<file path="src/dch_pkg.sv">
// package: constants and types for the two-channel dma handshake
package dch_pkg;
   // timing in ns and derived cycle counts at 100 MHz
   localparam int CLK_NS          = 10;
   localparam int READY_TMO_NS    = 2500;
   localparam int HOLD_FAST_NS    = 65;
   localparam int HOLD_SLOW_NS    = 1600;
   localparam int SETUP_NS        = 15;
   localparam int READY_TMO_CYC   = READY_TMO_NS / CLK_NS;
   localparam int HOLD_FAST_CYC   = HOLD_FAST_NS / CLK_NS;
   localparam int HOLD_SLOW_CYC   = HOLD_SLOW_NS / CLK_NS;
   localparam int SETUP_CYC       = (SETUP_NS + CLK_NS - 1) / CLK_NS;
   localparam int CNT_W           = 8;
   // register offsets, per channel block of four words
   localparam logic [7:0] REG_ADDR_OFS  = 8'h00;
   localparam logic [7:0] REG_COUNT_OFS = 8'h04;
   localparam logic [7:0] REG_CTRL_OFS  = 8'h08;
   localparam logic [7:0] REG_STAT_OFS  = 8'h0C;
   localparam logic [7:0] REG_CH1_BASE  = 8'h10;
   // control field positions
   localparam int CTRL_ARM_BIT    = 0;
   localparam int CTRL_INPUT_BIT  = 1;
   localparam int CTRL_BYTE_BIT   = 2;
   localparam int CTRL_PRIO_BIT   = 3;
   localparam logic [3:0] CTRL_RST = 4'h0;
   // programmed channel setup
   typedef struct packed {
      logic        arm;
      logic        input_dir;
      logic        byte_mode;
      logic        prio;
      logic [23:0] addr;
      logic [15:0] count;
   } dch_cfg_t;
   // memory side bus signals
   typedef struct packed {
      logic        address_strobe;
      logic        data_strobe;
      logic        lower_byte_strobe;
      logic        upper_byte_strobe;
      logic        read_not_write;
      logic [23:0] addr;
   } dch_mem_t;
endpackage

</file>
<file path="src/dch_channel.sv">
// per-channel programmed state: address, count and arm flag
`timescale 1ns/1ps
module dch_channel (
   input  wire logic             clk,
   input  wire logic             srst,
   input  wire logic             wr_en,
   input  wire logic [1:0]       wr_sel,
   input  wire logic [31:0]      wr_data,
   input  wire logic             step,
   output dch_pkg::dch_cfg_t     cfg
);
   import dch_pkg::*;
   // software programming and per-transfer step
   always_ff @(posedge clk) begin
      if (srst) begin
         cfg <= '0;
      end else if (wr_en) begin
         unique case (wr_sel)
            2'h0: cfg.addr <= wr_data[23:0];
            2'h1: cfg.count <= wr_data[15:0];
            2'h2: begin
               cfg.arm       <= wr_data[CTRL_ARM_BIT];
               cfg.input_dir <= wr_data[CTRL_INPUT_BIT];
               cfg.byte_mode <= wr_data[CTRL_BYTE_BIT];
               cfg.prio      <= wr_data[CTRL_PRIO_BIT];
            end
            default: ;
         endcase
      end else if (step) begin
         // byte mode steps one byte, word mode two
         cfg.addr  <= cfg.addr + (cfg.byte_mode ? 24'h000001 : 24'h000002);
         cfg.count <= cfg.count - 16'h0001;
         if (cfg.count == 16'h0001) begin
            cfg.arm <= 1'b0;
         end
      end
   end
endmodule

</file>
<file path="src/dch_top.sv">
// two-channel dma handshake engine with register port
//
// Local design decisions: the register offsets and the address-and-strobe port.
`timescale 1ns/1ps
module dch_top (
   input  wire logic            clk,
   input  wire logic            srst,
   input  wire logic [7:0]      reg_addr,
   input  wire logic [31:0]     reg_wdata,
   input  wire logic            reg_wr,
   input  wire logic            reg_rd,
   output logic [31:0]          reg_rdata,
   input  wire logic            dma_request_ch0_n,
   input  wire logic            dma_request_ch1_n,
   output logic                 dma_acknowledge_ch0_n,
   output logic                 dma_acknowledge_ch1_n,
   input  wire logic            card_xfer_ready_n,
   input  wire logic            memory_xfer_ack,
   input  wire logic            bus_grant,
   output logic                 bus_request,
   output logic                 bus_owned,
   output logic                 last_xfer_tag_n,
   output logic                 byte_fold_tag_n,
   output logic                 fold_to_upper,
   output dch_pkg::dch_mem_t    mem
);
   import dch_pkg::*;
   typedef enum logic [2:0] {
      ST_IDLE  = 3'b000,   // bus released
      ST_REQ   = 3'b001,   // waiting for grant
      ST_SETUP = 3'b010,   // address and direction settle
      ST_XFER  = 3'b011,   // strobes and acknowledge active
      ST_DATA  = 3'b100,   // input: data strobes after ready
      ST_END   = 3'b101,   // strobes negated, wait ready release
      ST_HOLD  = 3'b110    // keep bus for re-request window
   } dch_state_t;
   dch_state_t state;                 // sequencer state
   dch_cfg_t   cfg [2];               // per-channel setup
   logic       cur;                   // channel being served
   logic       step;                  // one transfer finished
   logic [CNT_W-1:0] tmr;             // timeout and hold timer
   logic [1:0] bus_err;               // sticky bus error per channel
   logic [1:0] req;                   // armed, pending requests
   logic       pick;                  // arbitrated channel
   logic       last;                  // current transfer is final
   logic       upper;                 // byte lives on upper lane
   logic [CNT_W-1:0] hold_lim;        // hold window for current channel
   logic       ack_on;                // acknowledge and address strobe window
   // requests count only on armed channels
   assign req[0] = ~dma_request_ch0_n & cfg[0].arm;
   assign req[1] = ~dma_request_ch1_n & cfg[1].arm;
   // higher priority wins, channel 0 on tie
   always_comb begin
      pick = 1'b0;
      if (req == 2'b10) begin
         pick = 1'b1;
      end else if (req == 2'b11 && cfg[1].prio && !cfg[0].prio) begin
         pick = 1'b1;
      end
   end
   assign last     = (cfg[cur].count == 16'h0001);
   assign upper    = cfg[cur].byte_mode & ~cfg[cur].addr[0];
   assign hold_lim = cfg[cur].prio ? CNT_W'(HOLD_SLOW_CYC) : CNT_W'(HOLD_FAST_CYC);
   // channel register files
   generate
      for (genvar g = 0; g < 2; g++) begin : g_ch
         logic sel;
         assign sel = reg_wr && (reg_addr[7:4] == 4'(g)) && (reg_addr[3:2] != 2'h3);
         dch_channel u_ch (
            .clk     (clk),
            .srst    (srst),
            .wr_en   (sel),
            .wr_sel  (reg_addr[3:2]),
            .wr_data (reg_wdata),
            .step    (step && (cur == 1'(g))),
            .cfg     (cfg[g])
         );
      end
   endgenerate
   // register reads, one cycle later
   always_ff @(posedge clk) begin
      if (srst) begin
         reg_rdata <= 32'h0;
      end else if (reg_rd) begin
         unique case (reg_addr & 8'hEF)
            REG_ADDR_OFS:  reg_rdata <= {8'h00, cfg[reg_addr[4]].addr};
            REG_COUNT_OFS: reg_rdata <= {16'h0000, cfg[reg_addr[4]].count};
            REG_CTRL_OFS:  reg_rdata <= {28'h0, cfg[reg_addr[4]].prio,
                                         cfg[reg_addr[4]].byte_mode,
                                         cfg[reg_addr[4]].input_dir,
                                         cfg[reg_addr[4]].arm};
            REG_STAT_OFS:  reg_rdata <= {28'h0, bus_owned, (cur == reg_addr[4]),
                                         1'b0, bus_err[reg_addr[4]]};
            default:       reg_rdata <= 32'h0;          // unmapped reads zero
         endcase
      end else begin
         reg_rdata <= 32'h0;
      end
   end
   // bus error flags: hardware set wins over software clear
   always_ff @(posedge clk) begin
      if (srst) begin
         bus_err <= 2'b00;
      end else begin
         for (int i = 0; i < 2; i++) begin
            if (state == ST_XFER && tmr == CNT_W'(READY_TMO_CYC) && cur == 1'(i)) begin
               bus_err[i] <= 1'b1;
            end else if (reg_wr && reg_addr == (REG_STAT_OFS | (i != 0 ? REG_CH1_BASE : 8'h00))) begin
               bus_err[i] <= 1'b0;
            end
         end
      end
   end
   // counts once, on the edge that leaves ST_END unless aborted, so a slow memory
   // release cannot step address and count twice
   assign step = (state == ST_END) && card_xfer_ready_n && !memory_xfer_ack &&
                 !tmr[CNT_W-1];
   // sequencer
   always_ff @(posedge clk) begin
      if (srst) begin
         state <= ST_IDLE;
         cur   <= 1'b0;
         tmr   <= '0;
      end else begin
         unique case (state)
            ST_IDLE: begin
               tmr <= '0;
               if (req != 2'b00) begin
                  cur   <= pick;
                  state <= ST_REQ;
               end
            end
            ST_REQ: begin
               if (bus_grant) begin
                  state <= ST_SETUP;
               end
            end
            ST_SETUP: begin
               // direction settles before strobes
               tmr <= tmr + 1'b1;
               if (tmr + 1'b1 >= CNT_W'(SETUP_CYC)) begin
                  tmr   <= '0;
                  state <= ST_XFER;
               end
            end
            ST_XFER: begin
               tmr <= tmr + 1'b1;
               if (tmr == CNT_W'(READY_TMO_CYC)) begin
                  tmr   <= {1'b1, {(CNT_W-1){1'b0}}};     // abort marker
                  state <= ST_END;
               end else if (!card_xfer_ready_n) begin
                  tmr   <= '0;
                  state <= cfg[cur].input_dir ? ST_DATA : ST_END;
               end
            end
            ST_DATA: begin
               // memory stores, then cycle ends
               if (memory_xfer_ack) begin
                  state <= ST_END;
               end
            end
            ST_END: begin
               if (card_xfer_ready_n && !memory_xfer_ack) begin
                  tmr   <= '0;
                  state <= (tmr[CNT_W-1] || last) ? ST_IDLE : ST_HOLD;
               end
            end
            ST_HOLD: begin
               tmr <= tmr + 1'b1;
               if (req[cur]) begin
                  tmr   <= '0;
                  state <= ST_SETUP;
               end else if (tmr >= hold_lim) begin
                  state <= ST_IDLE;
               end
            end
            default: state <= ST_IDLE;
         endcase
      end
   end
   // bus ownership and request
   always_ff @(posedge clk) begin
      if (srst) begin
         bus_request <= 1'b0;
         bus_owned   <= 1'b0;
      end else begin
         bus_request <= (state == ST_IDLE && req != 2'b00) || state == ST_REQ;
         bus_owned   <= !(state == ST_IDLE || state == ST_REQ ||
                          (state == ST_REQ && !bus_grant));
      end
   end
   // acknowledge window: setup end until ready (output) or memory store (input)
   assign ack_on = (state == ST_SETUP && tmr + 1'b1 >= CNT_W'(SETUP_CYC)) ||
                   (state == ST_XFER && card_xfer_ready_n &&
                    tmr != CNT_W'(READY_TMO_CYC)) ||
                   (state == ST_XFER && cfg[cur].input_dir && !card_xfer_ready_n) ||
                   (state == ST_DATA && !memory_xfer_ack);
   // memory bus drive
   always_ff @(posedge clk) begin
      if (srst) begin
         mem <= '0;
         mem.read_not_write <= 1'b1;
      end else begin
         mem.addr           <= cfg[cur].addr;
         mem.read_not_write <= !cfg[cur].input_dir;
         // strobe and acknowledge rise together
         mem.address_strobe <= ack_on;
         mem.data_strobe    <= 1'b0;
         mem.lower_byte_strobe <= 1'b0;
         mem.upper_byte_strobe <= 1'b0;
         if ((state == ST_SETUP && tmr + 1'b1 >= CNT_W'(SETUP_CYC) && !cfg[cur].input_dir) ||
             (state == ST_XFER && !cfg[cur].input_dir && card_xfer_ready_n &&
              tmr != CNT_W'(READY_TMO_CYC)) ||
             (state == ST_XFER && cfg[cur].input_dir && !card_xfer_ready_n) ||
             (state == ST_DATA && !memory_xfer_ack)) begin
            mem.data_strobe       <= 1'b1;
            mem.lower_byte_strobe <= !cfg[cur].byte_mode || !upper;
            mem.upper_byte_strobe <= !cfg[cur].byte_mode || upper;
         end
      end
   end
   // acknowledge, last and fold tags share one timing
   always_ff @(posedge clk) begin
      if (srst) begin
         dma_acknowledge_ch0_n <= 1'b1;
         dma_acknowledge_ch1_n <= 1'b1;
         last_xfer_tag_n       <= 1'b1;
         byte_fold_tag_n       <= 1'b1;
         fold_to_upper         <= 1'b0;
      end else begin
         dma_acknowledge_ch0_n <= !(ack_on && cur == 1'b0);
         dma_acknowledge_ch1_n <= !(ack_on && cur == 1'b1);
         last_xfer_tag_n       <= !(ack_on && last);
         byte_fold_tag_n       <= !(ack_on && upper);
         fold_to_upper         <= ack_on && upper && cfg[cur].input_dir;
      end
   end
endmodule

</file>
<file path="config.mk">
export PLATFORM = sky130hd
export DESIGN_NAME = dch_top
export DESIGN_NICKNAME = d
export VERILOG_FILES = /design/src/dch_pkg.sv /design/src/dch_channel.sv /design/src/dch_top.sv
export SDC_FILE = /design/constraint.sdc
export NUM_CORES = 1
export LEC_CHECK = 0
export BUFFER_PORTS_ARGS = -buffer_cell sky130_fd_sc_hd__buf_2
export CORE_MARGIN = 5
export CORE_UTILIZATION = 59
export CTS_CLUSTER_DIAMETER = 60
export CTS_CLUSTER_SIZE = 20
export DETAILED_ROUTE_END_ITERATION = 8
export PLACE_DENSITY = 0.82
export SETUP_SLACK_MARGIN = 0.1
export SYNTH_ARGS = -nofsm -noshare
export SYNTH_HDL_FRONTEND = slang
export SYNTH_SLANG_ARGS = --single-unit
</file>
<file path="constraint.sdc">
create_clock -name clk -period 3.85 [get_ports clk]
set_clock_uncertainty 0.05 [all_clocks]
set_input_delay 0.5775 -clock clk [delete_from_list [all_inputs] [get_ports clk]]
set_output_delay 0.5775 -clock clk [all_outputs]
set_load 0.005 [all_outputs]
</file>
==> summary.md <==
| Metric | Value |
|---|---|
| Antenna Nets Post-Route | `0` |
| Clock Root Buffer | `clkbuf_16` |
| Worst r2r path cells | `7` |
| Reg2Reg Capture Point | `g_ch[1].u_ch.cfg[39]$_SDFFE_PP0P_` |
| Origin of the worst setup path | `state[0]$_SDFFE_PP0P_` |
| Top Ports | `117` |
| Clock Path Buffers | `2` |
| Unique masters post-synth | `70` |
| Netlist Area Pre-Place | `approximately 9000 µm²` |
| Critical path endpoint category | `flip-flop` |
| Max-Slew Margin vs Limit | `0.304` |
| Initial antenna violation count | `0` |
| Post-CTS Resized | `0` |
| Routability cong. | `just under 1` |
| Kind of critical path | `reg2reg` |
| Clock latency on the worst-skew pair | `around 0.45 ns` |
| Minimum clock period | `~2.8 ns` |
| Area occupied by multi-input gates | `5340 µm²` |
| VDD IR max | `approximately 0.00033 V` |
| Global-route wire length before repair | `about 44000 µm` |
| Critical Path Sink | `g_ch[1].u_ch.cfg[39]$_SDFFE_PP0P_` |
| Cell Rows | `45` |
| Largest net degree at the start of global routing | `66` |
| RR Startpoint | `state[0]$_SDFFE_PP0P_` |
| Routed wire per std cell | `19.4 µm` |
| Routed WL | `27500 µm` |
| Mux share of post-synthesis cell area | `0.0747` |
| Crit path launch type | `flip-flop` |
| CTS tree | `done` |
| EDFF count, synth | `0` |
| DR vias | `9266` |
| Clk slew on worst S/H paths | `0.07 ns` |
| Vias in the first global route | `8476` |
| Synthesized flop and latch total | `roughly 160` |
| Sequential share of the synthesized area | `0.359` |
| Synth-to-Final Area Change | `12.9%` |
| Hold-fix buffers, CTS | `0` |
| Final Hold Fails | `0` |
| Adder-cell share of the synthesized area | `0.0252` |
| Post-Synth Simple-Gate Area | `0.248` |
| CP Max Fanout | `15` |
| Leakage | `3.82 nW` |
| Tcrit/Tclk final | `0.735` |
| Initial core utilization | `0.597` |
| Final setup fails | `0` |
| Residual DRC | `0` |
| Post-CTS Setup Inserts | `0` |
| Antenna Cells | `0` |
| M2 GR Usage | `0.492` |
| Post-Synth XOR/XNOR Area | `0.000969` |
| Unrepaired setup endpoints after global routing | `no` |
| Outcome | `finished, final reports clean` |
| Sequential cell area | `3240 µm²` |
| Largest family of logic cells by synthesized area | `simple AND/OR/NAND/NOR gates` |
| Filler Cell Count | `1251` |
| Full die area | `17900 µm²` |
| Tot GR Track Use | `0.300` |
| Pwr Total | `0.00399 W` |
| Die span in y | `134 µm` |
| Mapped Avg Cell Area | `7.79 µm²` |
| Required time of the worst setup path | `~4.2 ns` |
| Nets | `1280` |
| Total Neg Setup Slack | `0 ns` |
| Detail Placement HPWL | `19000 µm` |
| Max-Cap Viols | `0` |
| Mapped Cells | `1161` |
| Slew Viols, Final | `0` |
| M3 GR Usage | `0.0626` |
| Slew at the pin closest to its max-slew limit | `1.04 ns` |
| Fmax | `0.353 GHz` |
| Post-synth top flop | `dfxtp_1` |
| PwrDens | `391 nW/µm²` |
| Hold crit path type | `in2reg` |
| Htree depth | `4` |
| R2R Setup Slk | `1.02 ns` |
| Layout cells sized above 1 | `0.142` |
| Most used routing layer | `met2` |
| GR Layer Usage met1 | `0.389` |
| Die X | `between 100 and 150 µm` |
| Ys async rst share | `0` |
| TritonRoute pass-1 iters | `6` |
| Core Region | `15100 µm²` |
| Overflow after GRT | `0` |
| Clock sink count | `162` |
| 1st-iter DRT viols | `1373` |
| Port bufs | `100` |
| Vias/cell | `about 6.5` |
| Yosys warnings | `0` |
| Post-synthesis compound-gate area fraction | `0.237` |
| CP arrival | `3.15 ns` |
| Clock buffer count from CTS | `17` |
metal layers:
metal / vias to the layer above / share of wire
li1: 4335 / -
met1: 4365 / 0.40
met2: 485 / 0.47
met3: 81 / 0.098
met4: 0 / 0.032
met5: - / 0
worst max-delay path: stages, from the launching register on:
cell	delay, ns
dfxtp_1	0.66
nand3b_4	0.13
or4_1	0.58
o22a_1	0.28
buf_4	0.20
or3_1	0.30
or4_1	0.40
a31oi_1	0.16
how the worst min path moves through the flow:
stage	start	to	slack, ns	cells after the start
3_5_place_dp	g_ch[1].u_ch.cfg[42]$_SDFFE_PP0P_	g_ch[1].u_ch.cfg[42]$_SDFFE_PP0P_	0.42	2
2_1_floorplan	g_ch[1].u_ch.cfg[42]$_SDFFE_PP0P_	g_ch[1].u_ch.cfg[42]$_SDFFE_PP0P_	0.40	2
4_1_cts	reg_wdata[3]	g_ch[0].u_ch.cfg[40]$_SDFFE_PP0P_	0.37	3
5_1_grt	reg_wdata[2]	g_ch[1].u_ch.cfg[41]$_SDFFE_PP0P_	0.38	3
3_3_place_gp	g_ch[1].u_ch.cfg[42]$_SDFFE_PP0P_	g_ch[1].u_ch.cfg[42]$_SDFFE_PP0P_	0.41	2
6_report	reg_wdata[2]	g_ch[1].u_ch.cfg[41]$_SDFFE_PP0P_	0.37	3
Yosys cell counts (5+ instances only):
master | n | area [µm²]
o41ai_1 | 5 | 43.8
nand3_1 | 32 | 160
nor4_1 | 18 | 113
nand2_1 | 123 | 462
a21oi_1 | 81 | 405
o22a_1 | 15 | 131
clkbuf_1 | 74 | 278
dfxtp_1 | 162 | 3240
nand2b_1 | 13 | 81.3
nor2_1 | 133 | 499
or3_1 | 9 | 56.3
or4_1 | 9 | 67.6
buf_1 | 5 | 18.8
nor3b_1 | 11 | 82.6
nor3_1 | 38 | 190
a311oi_1 | 6 | 52.6
a22o_1 | 8 | 70.1
o31ai_1 | 15 | 113
o22ai_1 | 11 | 68.8
mux2i_1 | 63 | 631
a21o_1 | 6 | 45.0
a221oi_1 | 7 | 61.3
and2_1 | 8 | 50.1
a211oi_1 | 17 | 128
nor2b_1 | 11 | 68.8
a22oi_1 | 29 | 218
buf_2 | 8 | 40.0
nand3b_1 | 5 | 37.5
a2bb2oi_1 | 6 | 52.6
o21ai_0 | 90 | 450
ha_1 | 15 | 188
and3_1 | 14 | 87.6
nand4_1 | 19 | 119
inv_1 | 25 | 93.8
buf_4 | 8 | 60.1
final cells by class:
class / count / share of cell area
multi-input combinational: 885 / 0.523
sequential: 162 / 0.318
timing repair buffer: 123 / 0.0662
clock buffer: 20 / 0.0447
tap: 188 / 0.0230
clock inverter: 12 / 0.0164
inverter: 25 / 0.00919
registers in the layout, summed over array words and instances (netlist names):
register / count
last_xfer_tag_n: 1
mem: 29
cur: 1
tmr: 8
bus_request: 1
bus_err: 2
byte_fold_tag_n: 1
dma_acknowledge_ch0_n: 1
dma_acknowledge_ch1_n: 1
state: 3
fold_to_upper: 1
bus_owned: 1
g_ch.u_ch.cfg: 88
reg_rdata: 24
placed cells by master, fill, tap and decap left out, types with 10 or more instances in the layout:
master / count
nand2_1: 123
a22oi_1: 29
o31ai_1: 15
mux2i_1: 63
inv_1: 25
dfxtp_1: 161
a211oi_1: 17
buf_2: 99
nand3_1: 32
o22ai_1: 10
o22a_1: 15
nor3_1: 38
nor2b_1: 11
a21oi_1: 81
nand2b_1: 13
clkbuf_16: 17
nand4_1: 19
nor2_1: 133
o21ai_0: 90
buf_4: 24
ha_1: 15
nor3b_1: 11
nor4_1: 18
and3_1: 13
cells by family (layout without fill, tap and decap cells):
logic type               after synthesis  after routing
AO/OA/AOI/OAI                        332            332
XOR/XNOR                               1              1
adder cells (fa/ha/maj)               17             17
buffers and inverters                121            180
flip-flops                           162            162
multiplexers                          66             66
other                                  1              8
AND/OR/NAND/NOR                      461            461
where the power goes:
group	leakage [nW]	total, W	internal (W)	switching, W
Sequential	1.31	0.00175	0.00170	0.0000489
Clock	0.303	0.00182	0.00107	0.000755
Combinational	2.21	0.000417	0.000156	0.000261
stage by stage:
stage	hold WS [ns]	utilization	std cells	area, µm²	setup slack (ns)
6_report	0.375	0.674	1415	10200	1.02
5_1_grt	0.383	0.674	1415	10200	0.875
4_1_cts	0.371	0.674	1415	10200	1.06
3_5_place_dp	0.415	0.633	1383	9590	0.857
3_3_place_gp	0.406	0.633	1383	9590	0.909
2_1_floorplan	0.396	-	1168	9070	0.914
No activity file was read; power rests on OpenSTA's default activity.
